## config.mk

```make
export PLATFORM = sky130hd
export DESIGN_NAME = ild_input_level_detector
export DESIGN_NICKNAME = d
export VERILOG_FILES = /design/src/hdl/ild_pkg.sv /design/src/hdl/ild_port_detector.sv /design/src/hdl/ild_input_level_detector.sv
export SDC_FILE = /design/constraint.sdc
export NUM_CORES = 1
export LEC_CHECK = 0
export BUFFER_PORTS_ARGS = -buffer_cell sky130_fd_sc_hd__buf_2
export CORE_MARGIN = 3
export CORE_UTILIZATION = 56
export CTS_CLUSTER_DIAMETER = 50
export DETAILED_ROUTE_END_ITERATION = 7
export PLACE_DENSITY_LB_ADDON = 0.15
export SETUP_SLACK_MARGIN = 0.5
export SYNTH_ARGS = -nofsm -noshare
export SYNTH_HDL_FRONTEND = slang
export SYNTH_SLANG_ARGS = --single-unit
```

## constraint.sdc

```tcl
create_clock -name clk_i -period 2.5 [get_ports clk_i]
set_input_delay 0.25 -clock clk_i [delete_from_list [all_inputs] [get_ports clk_i]]
set_output_delay 0.25 -clock clk_i [all_outputs]
set_load 0.02 [all_outputs]
```

## src/hdl/ild_pkg.sv

```systemverilog
// Constants, register map and types of the input level detector.
// Assumes one 20 MHz clock; the microport pins are owned by the top module.
package ild_pkg;
  // Data path widths
  localparam int MANT_W = 14; // Input mantissa width per port
  localparam int CMP_W = 10; // Compared upper mantissa bits
  localparam int DWELL_W = 20; // Dwell counter width
  localparam int CTRL_W = 5; // Gain range control width
  localparam int NUM_PORTS = 4; // Ports A, B (low half), C, D (high half)
  localparam int LAT_DEPTH = 8; // Programmable output delay taps
  localparam int LAT_W = 3; // Delay select width
  localparam int DATA_W = 8; // Microport data width
  localparam int EXT_ADDR_W = 3; // Microport external address width
  localparam int CAR_W = 8; // Channel address pointer width

  // Control field positions
  localparam int CTRL_POL_BIT = 4; // Indicator polarity
  localparam int CTRL_ILV_BIT = 3; // Interleaved input
  localparam int CTRL_LAT_MSB = 2; // Delay field top bit
  localparam int SLEEP_ACCESS_BIT = 5; // Input port register access

  // External microport addresses
  localparam logic [EXT_ADDR_W-1:0] EXT_DATA0 = 3'h0; // Bits 7..0, commits
  localparam logic [EXT_ADDR_W-1:0] EXT_DATA1 = 3'h1; // Bits 15..8
  localparam logic [EXT_ADDR_W-1:0] EXT_DATA2 = 3'h2; // Bits 19..16
  localparam logic [EXT_ADDR_W-1:0] EXT_SLEEP = 3'h3; // Sleep register
  localparam logic [EXT_ADDR_W-1:0] EXT_CAR = 3'h6; // Channel address pointer

  // Channel address map, one half
  localparam logic [CAR_W-1:0] LOWER_THRESHOLD_A = 8'h00;
  localparam logic [CAR_W-1:0] UPPER_THRESHOLD_A = 8'h01;
  localparam logic [CAR_W-1:0] DWELL_TIME_A = 8'h02;
  localparam logic [CAR_W-1:0] GAIN_RANGE_CTRL_A = 8'h03;
  localparam logic [CAR_W-1:0] LOWER_THRESHOLD_B = 8'h04;
  localparam logic [CAR_W-1:0] UPPER_THRESHOLD_B = 8'h05;
  localparam logic [CAR_W-1:0] DWELL_TIME_B = 8'h06;
  localparam logic [CAR_W-1:0] GAIN_RANGE_CTRL_B = 8'h07;
  localparam logic [CAR_W-1:0] NUM_LOCATIONS = 8'h08;
  localparam int PORT_SEL_BIT = 2; // Picks port A or B inside a half

  // Reset values
  localparam logic [CMP_W-1:0] THRESH_RST = 10'h000;
  localparam logic [DWELL_W-1:0] DWELL_RST = 20'h00000;
  localparam logic [CTRL_W-1:0] CTRL_RST = 5'h00;
  localparam logic [DWELL_W-1:0] DWELL_ONE = 20'h00001;

  // Detector states
  typedef enum logic [1:0] {
    ILD_IDLE,
    ILD_ARMED,
    ILD_DWELL
  } ild_state_t;
endpackage

```

## src/hdl/ild_port_detector.sv

```systemverilog
// One input port level detector: thresholds, dwell counter, routing, delay.
// Assumes the mantissa and input enable are already synchronised to clk_i.
`timescale 1ns/10ps
`default_nettype none
module ild_port_detector (
  // Clock and reset
  input wire logic clk_i,
  input wire logic rst_n_i,
  // Sample and settings
  input wire logic [ild_pkg::CMP_W-1:0] mant_i,
  input wire logic [ild_pkg::CMP_W-1:0] lower_i,
  input wire logic [ild_pkg::CMP_W-1:0] upper_i,
  input wire logic [ild_pkg::DWELL_W-1:0] dwell_i,
  input wire logic [ild_pkg::CTRL_W-1:0] ctrl_i,
  input wire logic input_enable_i,
  // Indicator pins
  output logic ind_first_o,
  output logic ind_second_o
);
  import ild_pkg::*;

  ild_state_t state, next_state; // Detector state
  logic [DWELL_W-1:0] count, next_count; // Dwell counter
  logic hold_first, next_hold_first; // Interleaved sample-and-hold
  logic hold_second, next_hold_second;
  logic [1:0] dly [LAT_DEPTH]; // Delay line of both pins
  logic [1:0] next_dly [LAT_DEPTH];
  logic [1:0] raw; // Undelayed pin levels
  logic lower_met; // At or below lower threshold
  logic upper_met; // At or above upper threshold
  logic enabled; // Dwell of zero disables all
  logic active; // Indication before routing
  logic [LAT_W-1:0] lat; // Selected delay tap

  assign lower_met = (mant_i <= lower_i);
  assign upper_met = (mant_i >= upper_i);
  assign enabled = (dwell_i != DWELL_RST);
  assign active = (state != ILD_IDLE);
  assign lat = ctrl_i[CTRL_LAT_MSB:0];

  // Threshold sequencing and dwell count
  always_comb begin
    next_state = state;
    next_count = count;
    case (state)
      ILD_IDLE: begin
        // Counter stays idle until an upper excursion
        next_count = DWELL_RST;
        if (enabled && upper_met) begin
          next_state = ILD_ARMED;
        end
      end
      ILD_ARMED: begin
        if (!enabled) begin
          next_state = ILD_IDLE;
        end else if (!upper_met && lower_met) begin
          // Lower met after upper excursion: load
          next_state = ILD_DWELL;
          next_count = dwell_i;
        end else begin
          next_count = dwell_i;
        end
      end
      ILD_DWELL: begin
        if (!enabled) begin
          next_state = ILD_IDLE;
        end else if (!lower_met) begin
          // Rise above lower: reload and wait for the fall
          next_state = ILD_ARMED;
          next_count = dwell_i;
        end else if (count <= DWELL_ONE) begin
          // Dwell elapsed: indication released
          next_state = ILD_IDLE;
          next_count = DWELL_RST;
        end else begin
          next_count = count - DWELL_ONE;
        end
      end
      default: begin
        next_state = ILD_IDLE;
        next_count = DWELL_RST;
      end
    endcase
  end

  always_ff @(posedge clk_i or negedge rst_n_i) begin
    if (!rst_n_i) begin
      state <= ILD_IDLE;
      count <= DWELL_RST;
    end else begin
      state <= next_state;
      count <= next_count;
    end
  end

  // Output routing, polarity and delay line
  always_comb begin
    next_hold_first = hold_first;
    next_hold_second = hold_second;
    if (ctrl_i[CTRL_ILV_BIT]) begin
      // Each sub-channel keeps its last detection between its samples
      if (input_enable_i) begin
        next_hold_second = active;
      end else begin
        next_hold_first = active;
      end
      raw[0] = next_hold_first;
      raw[1] = next_hold_second;
    end else begin
      next_hold_first = active;
      next_hold_second = 1'b0;
      raw[0] = active;
      raw[1] = enabled & ~active;
    end
    // Polarity applies to both pins in either mode
    raw = raw ^ {2{ctrl_i[CTRL_POL_BIT]}};
    next_dly[0] = raw;
    for (int i = 1; i < LAT_DEPTH; i++) begin
      next_dly[i] = dly[i-1];
    end
  end

  always_ff @(posedge clk_i or negedge rst_n_i) begin
    if (!rst_n_i) begin
      hold_first <= 1'b0;
      hold_second <= 1'b0;
      for (int i = 0; i < LAT_DEPTH; i++) begin
        dly[i] <= 2'h0;
      end
    end else begin
      hold_first <= next_hold_first;
      hold_second <= next_hold_second;
      for (int i = 0; i < LAT_DEPTH; i++) begin
        dly[i] <= next_dly[i];
      end
    end
  end

  // Tap selects the programmed extra delay
  assign ind_first_o = dly[lat][0];
  assign ind_second_o = dly[lat][1];
endmodule
`default_nettype wire

```

## src/hdl/ild_input_level_detector.sv

```systemverilog
// Input level detector for four ports, two per chip-select half.
// Assumes an 8-bit asynchronous microport and pins sampled on clk_i.
`timescale 1ns/10ps
`default_nettype none
module ild_input_level_detector (
  // Clock and reset
  input wire logic clk_i,
  input wire logic rst_n_i,
  // Microport
  input wire logic chip_select_low_half_n_i,
  input wire logic chip_select_high_half_n_i,
  input wire logic wr_n_i,
  input wire logic rd_n_i,
  input wire logic [ild_pkg::EXT_ADDR_W-1:0] addr_i,
  input wire logic [ild_pkg::DATA_W-1:0] data_i,
  output logic [ild_pkg::DATA_W-1:0] data_o,
  output logic data_oe_o,
  // Input ports
  input wire logic [ild_pkg::MANT_W-1:0] port_a_data_i,
  input wire logic [ild_pkg::MANT_W-1:0] port_b_data_i,
  input wire logic [ild_pkg::MANT_W-1:0] port_c_data_i,
  input wire logic [ild_pkg::MANT_W-1:0] port_d_data_i,
  input wire logic port_a_input_enable_i,
  input wire logic port_b_input_enable_i,
  input wire logic port_c_input_enable_i,
  input wire logic port_d_input_enable_i,
  // Level indicator pins
  output logic port_a_indicator_first_o,
  output logic port_a_indicator_second_o,
  output logic port_b_indicator_first_o,
  output logic port_b_indicator_second_o,
  output logic port_c_indicator_first_o,
  output logic port_c_indicator_second_o,
  output logic port_d_indicator_first_o,
  output logic port_d_indicator_second_o
);
  import ild_pkg::*;

  localparam int BUS_W = 2 + EXT_ADDR_W + DATA_W; // Synchronised bus bits
  localparam int PIN_W = NUM_PORTS * (CMP_W + 1); // Synchronised port bits

  // Pin synchronisers; first stage feeds only the second
  logic [BUS_W-1:0] bus_meta, bus_sync;
  logic [PIN_W-1:0] pin_meta, pin_sync;
  logic wr_n_last; // Write strobe one cycle ago
  logic [PIN_W-1:0] pin_raw; // Packed port pins
  logic cs_lo_n, cs_hi_n, wr_n, rd_n; // Synchronised controls
  logic [EXT_ADDR_W-1:0] addr; // Synchronised address
  logic [DATA_W-1:0] wdata; // Synchronised write data

  // Register file, one set per port
  logic [CMP_W-1:0] lower_threshold [NUM_PORTS];
  logic [CMP_W-1:0] upper_threshold [NUM_PORTS];
  logic [DWELL_W-1:0] dwell_time [NUM_PORTS];
  logic [CTRL_W-1:0] gain_range_ctrl [NUM_PORTS];
  logic [CMP_W-1:0] next_lower [NUM_PORTS];
  logic [CMP_W-1:0] next_upper [NUM_PORTS];
  logic [DWELL_W-1:0] next_dwell [NUM_PORTS];
  logic [CTRL_W-1:0] next_ctrl [NUM_PORTS];

  // Microport state
  logic [DATA_W-1:0] sleep_reg, next_sleep_reg; // Sleep register
  logic [CAR_W-1:0] channel_address_pointer, next_car; // Pointer
  logic [DWELL_W-1:0] hold_word, next_hold_word; // Staging word
  logic [DATA_W-1:0] next_data_o;
  logic next_data_oe;

  // Decoded access
  logic wr_pulse; // Falling edge of write strobe
  logic half_sel; // 0 low half, 1 high half
  logic any_cs; // Either half selected
  logic access_ok; // Access bit set and pointer in range
  logic [1:0] port_idx; // Port addressed by pointer
  logic [1:0] sub_off; // Register inside the port set
  logic [DWELL_W-1:0] sel_value; // Register addressed by pointer

  logic [NUM_PORTS-1:0] ind_first, ind_second;

  assign pin_raw = {port_d_input_enable_i, port_d_data_i[MANT_W-1 -: CMP_W],
                    port_c_input_enable_i, port_c_data_i[MANT_W-1 -: CMP_W],
                    port_b_input_enable_i, port_b_data_i[MANT_W-1 -: CMP_W],
                    port_a_input_enable_i, port_a_data_i[MANT_W-1 -: CMP_W]};

  // Two-flop synchronisers for every pin
  always_ff @(posedge clk_i or negedge rst_n_i) begin
    if (!rst_n_i) begin
      bus_meta <= {2'h3, {EXT_ADDR_W{1'b0}}, {DATA_W{1'b0}}};
      bus_sync <= {2'h3, {EXT_ADDR_W{1'b0}}, {DATA_W{1'b0}}};
      pin_meta <= '0;
      pin_sync <= '0;
      wr_n_last <= 1'b1;
    end else begin
      bus_meta <= {wr_n_i, rd_n_i,
                   addr_i, data_i};
      bus_sync <= bus_meta;
      pin_meta <= pin_raw;
      pin_sync <= pin_meta;
      wr_n_last <= bus_sync[BUS_W-1];
    end
  end

  // Chip selects need their own stage to tell the halves apart
  logic [1:0] cs_meta, cs_sync;
  always_ff @(posedge clk_i or negedge rst_n_i) begin
    if (!rst_n_i) begin
      cs_meta <= 2'h3;
      cs_sync <= 2'h3;
    end else begin
      cs_meta <= {chip_select_high_half_n_i, chip_select_low_half_n_i};
      cs_sync <= cs_meta;
    end
  end

  assign wr_n = bus_sync[BUS_W-1];
  assign rd_n = bus_sync[BUS_W-2];
  assign addr = bus_sync[DATA_W +: EXT_ADDR_W];
  assign wdata = bus_sync[DATA_W-1:0];
  assign cs_lo_n = cs_sync[0];
  assign cs_hi_n = cs_sync[1];
  assign any_cs = ~cs_lo_n | ~cs_hi_n;
  // Low half wins if a host wrongly asserts both selects
  assign half_sel = cs_lo_n;
  assign wr_pulse = wr_n_last & ~wr_n & any_cs;
  // Input port registers are reachable only with the access bit set
  assign access_ok = sleep_reg[SLEEP_ACCESS_BIT] &&
                     (channel_address_pointer < NUM_LOCATIONS);
  assign port_idx = {half_sel, channel_address_pointer[PORT_SEL_BIT]};
  assign sub_off = channel_address_pointer[1:0];

  // Addressed register value, zero-extended
  always_comb begin
    sel_value = DWELL_RST;
    if (access_ok) begin
      case (sub_off)
        LOWER_THRESHOLD_A[1:0]: sel_value = DWELL_W'(lower_threshold[port_idx]);
        UPPER_THRESHOLD_A[1:0]: sel_value = DWELL_W'(upper_threshold[port_idx]);
        DWELL_TIME_A[1:0]: sel_value = dwell_time[port_idx];
        GAIN_RANGE_CTRL_A[1:0]: sel_value = DWELL_W'(gain_range_ctrl[port_idx]);
        default: sel_value = DWELL_RST;
      endcase
    end
  end

  // Microport writes: staging bytes, then commit on the low byte
  always_comb begin
    next_sleep_reg = sleep_reg;
    next_car = channel_address_pointer;
    next_hold_word = hold_word;
    for (int p = 0; p < NUM_PORTS; p++) begin
      next_lower[p] = lower_threshold[p];
      next_upper[p] = upper_threshold[p];
      next_dwell[p] = dwell_time[p];
      next_ctrl[p] = gain_range_ctrl[p];
    end
    if (wr_pulse) begin
      case (addr)
        EXT_DATA2: next_hold_word[DWELL_W-1:2*DATA_W] = wdata[DWELL_W-2*DATA_W-1:0];
        EXT_DATA1: next_hold_word[2*DATA_W-1:DATA_W] = wdata;
        EXT_DATA0: begin
          next_hold_word[DATA_W-1:0] = wdata;
          if (access_ok) begin
            // Commit to the set that the pointer and half select name
            case (sub_off)
              LOWER_THRESHOLD_A[1:0]:
                next_lower[port_idx] = next_hold_word[CMP_W-1:0];
              UPPER_THRESHOLD_A[1:0]:
                next_upper[port_idx] = next_hold_word[CMP_W-1:0];
              DWELL_TIME_A[1:0]:
                next_dwell[port_idx] = next_hold_word;
              GAIN_RANGE_CTRL_A[1:0]:
                next_ctrl[port_idx] = next_hold_word[CTRL_W-1:0];
              default: next_lower[port_idx] = lower_threshold[port_idx];
            endcase
          end
        end
        EXT_SLEEP: next_sleep_reg = wdata;
        EXT_CAR: next_car = wdata;
        default: next_sleep_reg = sleep_reg; // Unmapped: ignored
      endcase
    end
  end

  always_ff @(posedge clk_i or negedge rst_n_i) begin
    if (!rst_n_i) begin
      sleep_reg <= '0;
      channel_address_pointer <= '0;
      hold_word <= DWELL_RST;
      for (int p = 0; p < NUM_PORTS; p++) begin
        lower_threshold[p] <= THRESH_RST;
        upper_threshold[p] <= THRESH_RST;
        dwell_time[p] <= DWELL_RST;
        gain_range_ctrl[p] <= CTRL_RST;
      end
    end else begin
      sleep_reg <= next_sleep_reg;
      channel_address_pointer <= next_car;
      hold_word <= next_hold_word;
      for (int p = 0; p < NUM_PORTS; p++) begin
        lower_threshold[p] <= next_lower[p];
        upper_threshold[p] <= next_upper[p];
        dwell_time[p] <= next_dwell[p];
        gain_range_ctrl[p] <= next_ctrl[p];
      end
    end
  end

  // Microport read data, registered; reads have no side effects
  always_comb begin
    next_data_oe = ~rd_n & any_cs;
    next_data_o = '0;
    case (addr)
      EXT_DATA0: next_data_o = sel_value[DATA_W-1:0];
      EXT_DATA1: next_data_o = sel_value[2*DATA_W-1:DATA_W];
      EXT_DATA2: next_data_o = DATA_W'(sel_value[DWELL_W-1:2*DATA_W]);
      EXT_SLEEP: next_data_o = sleep_reg;
      EXT_CAR: next_data_o = channel_address_pointer;
      default: next_data_o = '0; // Unmapped reads zero
    endcase
  end

  always_ff @(posedge clk_i or negedge rst_n_i) begin
    if (!rst_n_i) begin
      data_o <= '0;
      data_oe_o <= 1'b0;
    end else begin
      data_o <= next_data_o;
      data_oe_o <= next_data_oe;
    end
  end

  // One detector per port, each with its own settings
  for (genvar p = 0; p < NUM_PORTS; p++) begin : g_port
    ild_port_detector u_det (
      .clk_i(clk_i),
      .rst_n_i(rst_n_i),
      .mant_i(pin_sync[p*(CMP_W+1) +: CMP_W]),
      .lower_i(lower_threshold[p]),
      .upper_i(upper_threshold[p]),
      .dwell_i(dwell_time[p]),
      .ctrl_i(gain_range_ctrl[p]),
      .input_enable_i(pin_sync[p*(CMP_W+1) + CMP_W]),
      .ind_first_o(ind_first[p]),
      .ind_second_o(ind_second[p])
    );
  end

  assign port_a_indicator_first_o = ind_first[0];
  assign port_a_indicator_second_o = ind_second[0];
  assign port_b_indicator_first_o = ind_first[1];
  assign port_b_indicator_second_o = ind_second[1];
  assign port_c_indicator_first_o = ind_first[2];
  assign port_c_indicator_second_o = ind_second[2];
  assign port_d_indicator_first_o = ind_first[3];
  assign port_d_indicator_second_o = ind_second[3];
endmodule
`default_nettype wire

```

**Word level (Yosys, flattened, before mapping)**

Cells that the tools add are included.

- Register bits after elaboration: 496
- Input bits: 77
- Output and inout bits: 17
- Word-level logic and storage cells: 309

- Add/sub/neg operators: 4
- $lt $le $gt $ge: 19
- Equality and inequality tests: 35
- Muxes and demuxes: 105
- Bitwise gates (word level): 25
- Reductions and logical operators: 44

Operators by type and width:

| kind | number |
|---|---|
| $mux 20 | 20 |
| $pmux 20 s2 | 4 |
| $bwmux 40 | 2 |
| $bwmux 80 | 1 |
| $le 20x1->1 const B | 4 |
| $pmux 20 s4 | 1 |
| $reduce_bool 20->1 | 4 |
| $sub 20x1->20 const B | 4 |
| $mux 2 | 36 |
| $mux 10 | 5 |
| $bmux 10 s2 | 2 |
| $bmux 20 s2 | 1 |
| $demux 20 s2 | 1 |
| $ge 10x10->1 | 4 |
| $le 10x10->1 | 4 |
| $pmux 8 s5 | 1 |
| $bmux 2 s3 | 4 |
| $ne 2x1->1 const B | 12 |
| $pmux 2 s3 | 4 |
| $bwmux 20 | 1 |
| $demux 10 s2 | 1 |
| $ge 4x4->1 const B | 4 |
| $mux 1 | 16 |
| $ne 4x4->1 const B | 4 |
| 26 further kinds | 92 |

**Logic depth before layout (Yosys ltp)**

Gate-level depths: netlist (run 1).

- Depth after elaboration: 7
- Depth in mapped cells: 10
- Depth with buffers taken out: 9

**Modules after synthesis**

Synthesis (run 1) repeated with hierarchy kept, for this count alone.

- Cells, all modules: 1,926
- Area, all modules: 23,571.4 µm²

By module, submodules not included:

| module | times used | cells an instance | area each (µm²) | seq. area each (µm²) |
|---|---|---|---|---|
| ild_input_level_detector | 1 | 753 | 12,789.8 | 8,419.3 |
| ild_port_detector (g_port[2].u_det) | 1 | 292 | 2,730.1 | 1,001.0 |
| ild_port_detector (g_port[3].u_det) | 1 | 291 | 2,692.6 | 1,001.0 |
| ild_port_detector (g_port[0].u_det) | 1 | 298 | 2,680.1 | 1,001.0 |
| ild_port_detector (g_port[1].u_det) | 1 | 292 | 2,678.8 | 1,001.0 |

**Worst setup path before layout (run 1)**

No wires, ideal clock.

- Kind: register to register
- Start point: reg channel_address_pointer[7]
- End point: reg upper_threshold[0] in the netlist's numbering
- Setup time: 0.125 ns
- Arrival: 2.443 ns
- Data required time: 2.375 ns
- Slack: -0.068 ns
- Stages on the path, launching flop included: 10
- Buffers on the path: 2
- Period minus slack after synthesis: 2.568 ns
- Path through: dfrtp_1 > nor4_1 > nand3b_1 > or4_1 > buf_2 > nand2b_4 > nor3b_2 > nor2b_1 > buf_4 > mux2_2

- Word-level cells in the longest chain between the ends: 3

RTL lines:

| element | RTL line | source |
|---|---|---|
| start, declared | ild_input_level_detector.sv:63 | `logic [CAR_W-1:0] channel_address_pointer, next_car;` |
| start signal, assigned | ild_input_level_detector.sv:196 | `channel_address_pointer <= next_car;` |
| $lt 8x4->1 | ild_input_level_detector.sv:126 | `(channel_address_pointer < NUM_LOCATIONS);` |
| $logic_and 1x1->1 | ild_input_level_detector.sv:125 | `assign access_ok = sleep_reg[SLEEP_ACCESS_BIT] &&` |
| $reduce_and 4->1 (no line) | -- |  |
| end signal, assigned by index | ild_input_level_detector.sv:200 | `upper_threshold[p] <= next_upper[p];` |
| end, declared | ild_input_level_detector.sv:53 | `logic [CMP_W-1:0] upper_threshold [NUM_PORTS];` |

Every way passes these cells.
A chain may end at the register's enable or synchronous reset.

**Worst setup path in the final report (run 1)**

- Start point: reg g_port[3].u_det.count[11]
- End point: reg g_port[3].u_det.count[10]

- Word-level cells in the longest chain between the ends: 5

RTL lines:

| element | RTL line | source |
|---|---|---|
| start, declared | ild_port_detector.sv:23 | `logic [DWELL_W-1:0] count, next_count;` |
| start signal, assigned | ild_port_detector.sv:92 | `count <= next_count;` |
| $le 20x1->1 | ild_port_detector.sv:71 | `end else if (count <= DWELL_ONE) begin` |
| $mux 20 | ild_port_detector.sv:71 |  |
| $mux 20 | ild_port_detector.sv:67 | `end else if (!lower_met) begin` |
| $mux 20 | ild_port_detector.sv:65 | `if (!enabled) begin` |
| $pmux 20 s2 | ild_port_detector.sv:45 | `case (state)` |

Every way passes these cells. The select of a mux whose other input is x is not followed.

==> implementation parameters, run 1 <==
Parameter                              Value

Outcome
  Outcome    finished with violations
  Violated checks    setup timing

Synthesis
  Main synth FF type    sky130_fd_sc_hd__dfrtp_1
  Register area share after synthesis    0.525
  Number of standard cells after synthesis    about 1900
  Xor and xnor fraction of the mapped netlist area    0.0189
  Cell type with the largest total area after synthesis    sky130_fd_sc_hd__dfrtp_1
  Asr flop ratio synth    1.00
  Average cell area after synthesis    12.2 µm²
  Ranking of synthesized cells by area    sky130_fd_sc_hd__dfrtp_1 (51%), sky130_fd_sc_hd__mux2_2 (10%), sky130_fd_sc_hd__mux4_2 (6.3%), sky130_fd_sc_hd__ha_1 (5.5%), sky130_fd_sc_hd__a22oi_1 (2.2%)
  Post-Synth Adder-Cell Area    0.0550
  Number of distinct standard cells referenced by the synthesized netlist    a little under 80
  YS warnings    0
  Simple-gate share of the synthesized area    0.0937
  Synth Area in Compound Gates    0.101
  Mapped Area    0.0237 mm²
  Area share of the leading cell type in the synthesized netlist    0.515
  Number of nets in the synthesized netlist    about 2100
  Count of state elements after synthesis    496
  Post-synth EDFFs    0
  Mux share of post-synthesis cell area    0.173
  Largest family of logic cells by synthesized area    multiplexers

Worst setup path
  Critical path type    reg -> reg
  Kind of start point of the critical path    flop
  Cell Chain, Critical Path    or4_4 -> or3_4 -> nor4_4 -> buf_6 -> nand4b_1 -> o21ai_1 -> a221o_1
  Capturing element type of the critical path    flop
  CP top delay family    simple AND/OR/NAND/NOR gates
  Stage delay of the slowest cell on the critical path    ~0.54 ns
  Cell at the slowest stage of the critical path    sky130_fd_sc_hd__or4_4
  Register-to-register setup slack    -0.10 ns
  Critical Path Fanout Max    6
  Arrival time at the worst endpoint    3.09 ns
  CP Data Required Time    between 2 and 3 ns
  Bufs and invs on worst path    1

GRT
  Global-route wire length before repair    110 mm
  Global-route total usage across every layer    0.321
  Pin count of the biggest net entering global routing    80
  Antenna violations before repair    1
  Grt total ovfl    0
  Via count of the first global-routing pass    approximately 19000

Timing
  Setup repair after global routing missed its margin    yes
  Number of hold violations in the final report    0
  Tightest Pin Transition    ~1.3 ns
  F_max    384 MHz
  Slew margin rel.    0.118
  Final setup violation count    around 160
  Total negative slack    -4.45 ns
  Clock Skews    between 0.03 and 0.04 ns
  Smallest setup slack after layout    -0.105 ns
  Final cycle utilization of the critical path    1.04
  Final count of pins violating max slew    0
  Min Tclk post-route    approximately 2.6 ns
  Final-layout worst hold slack    0.242 ns

Min path
  Min-Delay Path Class    in -> async

Placed design
  Placed instance count    approximately 2600
  Post-placement setup slack    -0.145 ns
  Area of placed instances    0.0263 mm²
  DP Wirelength    approximately 46 mm
  Routability congestion estimate from global placement    approximately 0.95
  Number of buffer cells added on primary ports    just under 80

Cells and area
  Fin util    0.797
  Share of layout cells above drive strength 1    0.459
  Top library cells by usage in the layout, fill and taps aside    sky130_fd_sc_hd__dfrtp_1 (477), sky130_fd_sc_hd__buf_4 (234), sky130_fd_sc_hd__mux2_4 (142)
  Most frequent standard cell in the layout excluding fill and tap cells    sky130_fd_sc_hd__dfrtp_1
  Registers with the most flip-flops    dwell_time: 80 flops, g_port.u_det.count: 80 flops, g_port.u_det.dly: 64 flops
  Final design area excluding fillers    0.0329 mm²
  Filler-free cell count of the finished design    approximately 3000
  Area Overhead vs Synth    39.0%
  Diode insertion count for antenna repair    0
  Fillers    2236
  Final net count    2559

Routing
  Final routed DRC violation total    0
  Met3 routed WL    5.15 mm
  Initial DRC Count    between 1500 and 2000
  Average via count per standard cell    ~6.4
  Uppermost signal routing layer after detailed routing    met4
  ANT nets after route    0
  Vias    ~19000
  Routed length per placed instance    roughly 25 µm
  Met2 wire length    around 36 mm
  Length of routed wiring on met1    between 20 and 30 mm
  Detailed Routing Iterations Pass 1    5
  WL final    between 70 and 80 mm

Floorplan
  IO Count    between 90 and 100
  Placeable core area    a little over 0.04 mm²
  Die W    212 µm
  Die Outline Area    roughly 0.045 mm²
  Placement Rows    74
  Starting utilization of the core area    0.573
  Die H    around 210 µm

Pwr
  PD cells    roughly 650 mW/mm²
  Total Power Consumption    about 22 mW
  Maximum vdd drop    0.000713 V
  Leakage power total    ~15 nW

CTS
  Total number of clock tree sinks    approximately 500
  CTS tree    built
  Number of CTS-inserted buffers    55
  Clock insertion delay at the later pin of the skew report    slightly above 0.6 ns
  Max H-tree Level    2
  Clk buf depth    3
  Clock root buffer    sky130_fd_sc_hd__clkbuf_16
  Clock transition at the register clock pins on the worst setup and hold paths after CTS    ~0.060 ns

Flow run
  MaxCap Viol Count    0
==> kinds of logic after synthesis <==
group | Yosys count
compound gates | 363
xor+xnor | 51
fa+ha+maj | 104
buf+inv | 206
flops | 496
mux | 300
simple gates | 414
==> worst paths after layout <==
path / from / cells past startpoint / to
worst max-delay path: g_port[3].u_det.count[11] / 7 / g_port[3].u_det.count[10]
worst min-delay path: rst_n_i / 2 / pin_meta[10]
worst max register to register: g_port[3].u_det.count[11] / 7 / g_port[3].u_det.count[10]
worst min register to register: pin_meta[15] / 0 / pin_sync[15]
max in group asynchronous: rst_n_i / 3 / pin_sync[43]
min in group clk_i: port_b_data_i[5] / 2 / pin_meta[12]
==> where the power goes <==
part | switching, mW | internal, mW
clock network | 3.53 | 5.35
registers | 0.469 | 8.58
logic | 1.98 | 1.60
total | 5.98 | 15.5
==> cells in the mapped netlist (9+ instances only) <==
master and count:
sky130_fd_sc_hd__nor2b_1 20, sky130_fd_sc_hd__nand2_1 61, sky130_fd_sc_hd__a211oi_1 13, sky130_fd_sc_hd__a221o_1 11, sky130_fd_sc_hd__o21ai_0 93, sky130_fd_sc_hd__ha_1 104
sky130_fd_sc_hd__xnor2_1 27, sky130_fd_sc_hd__nor3_1 79, sky130_fd_sc_hd__buf_2 16, sky130_fd_sc_hd__xor2_1 24, sky130_fd_sc_hd__a31oi_1 10, sky130_fd_sc_hd__buf_1 11
sky130_fd_sc_hd__a22oi_1 70, sky130_fd_sc_hd__mux2_2 219, sky130_fd_sc_hd__mux4_2 66, sky130_fd_sc_hd__nor2_1 82, sky130_fd_sc_hd__nor4_1 38, sky130_fd_sc_hd__a22o_1 10
sky130_fd_sc_hd__dfstp_2 9, sky130_fd_sc_hd__nand3_1 31, sky130_fd_sc_hd__dfrtp_1 487, sky130_fd_sc_hd__a21o_1 16, sky130_fd_sc_hd__nand2b_1 15, sky130_fd_sc_hd__inv_1 115
sky130_fd_sc_hd__or4_1 12, sky130_fd_sc_hd__clkbuf_1 62, sky130_fd_sc_hd__mux2i_1 13, sky130_fd_sc_hd__a21oi_1 82
==> what timing repair did <==
item | 4_1_cts | 5_1_grt
gates cloned | 11 | 12
pin swaps | 94 | 121
resized for setup | 331 | 301
hold endpoints to repair | 124 | 0
buffers inserted | 67 | 58
hold buffers | 60 | 0
endpoints found under the setup margin | 285 | 295
==> layer usage <==
| metal | vias to the layer above | global-route usage |
|---|---|---|
| li1 | 8055 | - |
| met1 | 9670 | 0.431 |
| met2 | 895 | 0.526 |
| met3 | 269 | 0.0459 |
| met4 | 0 | 0.145 |
| met5 | - | 0 |
==> cell type report <==
class	count	area, µm²	share of cell area
Timing Repair Buffer	472	4400	0.134
Inverter	115	432	0.0131
Multi-Input combinational cell	1238	13000	0.394
Tap cell	532	666	0.0202
Clock inverter	31	444	0.0135
Sequential cell	496	12400	0.378
Clock buffer	72	1550	0.0472
No activity file was read; power rests on OpenSTA's default activity.
==> run 2: changes to the inputs <==
--- a/config.mk
+++ b/config.mk
@@ -8,10 +8,11 @@
 export BUFFER_PORTS_ARGS = -buffer_cell sky130_fd_sc_hd__buf_2
 export CORE_MARGIN = 3
 export CORE_UTILIZATION = 56
-export CTS_CLUSTER_DIAMETER = 50
+export CTS_CLUSTER_DIAMETER = 100
 export DETAILED_ROUTE_END_ITERATION = 7
 export PLACE_DENSITY_LB_ADDON = 0.15
 export SETUP_SLACK_MARGIN = 0.5
+export SKIP_CTS_REPAIR_TIMING = 1
 export SYNTH_ARGS = -nofsm -noshare
 export SYNTH_HDL_FRONTEND = slang
 export SYNTH_SLANG_ARGS = --single-unit
==> implementation parameters, run 2 (synthesized netlist as in run 1, its figures left out) <==
Parameter                              Value

Timing
  Final count of pins violating max slew    0 (unchanged)
  Number of hold violations in the final report    0 (unchanged)
  Tightest Pin Transition    1.01 ns (-0.311 ns)
  F_max    388 MHz (+0.98%)
  Min Tclk post-route    2.58 ns (-0.0254 ns)
  Final cycle utilization of the critical path    1.03 (-0.0101)
  Slew margin rel.    0.328 (+0.209)
  Smallest setup slack after layout    -0.0792 ns (+0.0254 ns)
  Clock Skews    0.0143 ns (-0.0172 ns)
  Final setup violation count    89 (-45%)
  Setup repair after global routing missed its margin    yes

Routing
  Average via count per standard cell    6.31 (-1.3%)
  Routed length per placed instance    24.4 µm (-3.9%)
  Vias    18300 (-3.1%)
  ANT nets after route    0 (unchanged)
  Initial DRC Count    1704 (-12%)
  WL final    70.8 mm (-5.7%)
  Detailed Routing Iterations Pass 1    5 (unchanged)
  Final routed DRC violation total    0 (unchanged)

Flow run
  MaxCap Viol Count    0 (unchanged)

Pwr
  Switching share of power    0.271 (-0.00732)
  PD cells    660 mW/mm² (+0.93%)
  Total Power Consumption    21.0 mW (-2.5%)
  Share of total power in sequential cells    0.432 (+0.011)
  Internal power component    15.3 mW (-1.5%)
  Maximum vdd drop    0.000663 V (-7.0%)
  Leakage power total    14.3 nW (-3.7%)
  Power dissipated by switching net loads    5.67 mW (-5.1%)
  Power share of the clock group    0.404 (-0.008)
  Part of the power in combinational logic    0.164 (-0.003)

GRT
  Antenna violations before repair    0 (-1)
  Pin count of the biggest net entering global routing    80 (unchanged)
  Grt total ovfl    0 (unchanged)
  Global-route wire length before repair    101 mm (-8.3%)
  Global-route total usage across every layer    0.295 (-0.0263)
  Via count of the first global-routing pass    17400 (-7.3%)

Min path
  Min-Delay Path Class    in -> async

CTS
  Clock transition at the register clock pins on the worst setup and hold paths after CTS    0.06 ns (about the same)
  Total number of clock tree sinks    496 (unchanged)
  Clock root buffer    sky130_fd_sc_hd__clkbuf_16
  CTS tree    built
  Number of CTS-inserted buffers    52 (-5.5%)
  Clk buf depth    3 (unchanged)
  Max H-tree Level    2 (unchanged)
  Clock insertion delay at the later pin of the skew report    0.60 ns (-0.02 ns)

Floorplan
  Placement Rows    74 (unchanged)
  Die Outline Area    0.0448 mm² (unchanged)
  IO Count    94 (unchanged)
  Placeable core area    0.0413 mm² (unchanged)
  Die W    212 µm (unchanged)
  Die H    212 µm (unchanged)
  Starting utilization of the core area    0.573 (unchanged)

Worst setup path
  Critical path type    reg -> reg
  Critical Path Fanout Max    6 (unchanged)
  Capturing element type of the critical path    flop
  Arrival time at the worst endpoint    3.05 ns (-0.04 ns)
  Kind of start point of the critical path    flop
  CP Data Required Time    2.97 ns (-0.02 ns)

Cells and area
  Fillers    2416 (+8.1%)
  Final design area excluding fillers    0.0318 mm² (-3.4%)
  Area Overhead vs Synth    34.2%
  Final net count    2505 (-2.1%)
  Registers with the most flip-flops    dwell_time: 80 flops, g_port.u_det.count: 80 flops, g_port.u_det.dly: 64 flops
  Top library cells by usage in the layout, fill and taps aside    sky130_fd_sc_hd__dfrtp_1 (481), sky130_fd_sc_hd__buf_4 (204), sky130_fd_sc_hd__mux2_2 (136)
  Fin util    0.769 (-0.0273)
  Share of layout cells above drive strength 1    0.428 (-0.0309)
  Area of combinational cells with multiple inputs    0.0125 mm² (-3.9%)
  Filler-free cell count of the finished design    2900 (-1.9%)
  Most frequent standard cell in the layout excluding fill and tap cells    sky130_fd_sc_hd__dfrtp_1
  Sequential cell area    0.0124 mm² (about the same)
  Diode insertion count for antenna repair    0 (unchanged)

Placed design
  Post-placement setup slack    -0.145 ns (unchanged)
  Routability congestion estimate from global placement    0.954 (unchanged)
  Number of buffer cells added on primary ports    77 (unchanged)
  Area of placed instances    0.0263 mm² (unchanged)
  Placed instance count    2645 (unchanged)
  DP Wirelength    46.2 mm (unchanged)

Outcome
  Violated checks    setup timing
  Outcome    finished with violations
[run 2: cell types whose count changed in the layout (fill, tap and decap cells not counted), moves of 6 or more]
| cell | previous run | this run |
|---|---|---|
| sky130_fd_sc_hd__mux2_2 | 79 | 136 |
| sky130_fd_sc_hd__buf_6 | 61 | 54 |
| sky130_fd_sc_hd__a21oi_1 | 43 | 52 |
| sky130_fd_sc_hd__mux2_4 | 142 | 85 |
| sky130_fd_sc_hd__a21oi_2 | 38 | 28 |
| sky130_fd_sc_hd__buf_16 | 6 | 0 |
| sky130_fd_sc_hd__buf_4 | 234 | 204 |
[run 2: worst paths after layout]
kind,depth (start not counted),to,startpoint,slack [ns]
max in group asynchronous,3,g_port[3].u_det.dly[10],rst_n_i,1.39
min in group clk_i,2,pin_meta[36],port_d_data_i[7],0.29
worst min register to register,0,pin_sync[39],pin_meta[39],0.34
worst max register to register,11,g_port[1].u_det.count[17],pin_sync[14],-0.08
worst min-delay path,2,pin_meta[10],rst_n_i,0.26
worst max-delay path,11,g_port[1].u_det.count[17],pin_sync[14],-0.08
[run 2: critical path: stages (launching register included)]
cell and delay, ns:
sky130_fd_sc_hd__dfrtp_1 0.40, sky130_fd_sc_hd__buf_6 0.13, sky130_fd_sc_hd__ha_4 0.23, sky130_fd_sc_hd__a21o_1 0.15, sky130_fd_sc_hd__a21o_1 0.21, sky130_fd_sc_hd__a2111oi_4 0.41, sky130_fd_sc_hd__nor3b_4 0.13, sky130_fd_sc_hd__buf_12 0.17
sky130_fd_sc_hd__buf_8 0.13, sky130_fd_sc_hd__or2_4 0.23, sky130_fd_sc_hd__a22oi_1 0.17, sky130_fd_sc_hd__o32ai_1 0.10
[run 2: power groups by stage]
stage / Combinational (mW) / Sequential, mW / Clock, mW
final: 3.44 / 9.06 / 8.47
after CTS: 2.67 / 9.05 / 8.57
after global placement: 2.57 / 9.14 / 0
after global routing: 3.69 / 9.11 / 8.92
after detailed placement: 2.65 / 9.18 / 0
after floorplan: 1.78 / 8.95 / 0
[run 2: per-layer routing]
metal | track usage | routed length (µm)
met2 | 0.487 | 34400
met3 | 0.0394 | 4600
met4 | 0.116 | 3580
met5 | 0 | 0
met1 | 0.402 | 28200
[run 2: through the flow]
step / hold slack [ns] / TNS, ns
global route: 0.289 / -17.37
floorplan: -0.0456 / -0.347
global placement: 0.302 / -0.393
detailed placement: 0.306 / -2.07
finish: 0.264 / -2.28
CTS: -0.329 / -7.99
[run 2: final cells by class]
cell class | instances | area share
multi-input cells | 1233 | 0.392
flip-flops and latches | 496 | 0.391
repair buffers | 426 | 0.122
clock buffers | 74 | 0.0490
well taps | 532 | 0.0209
inverters | 115 | 0.0136
clock inverters | 24 | 0.0108
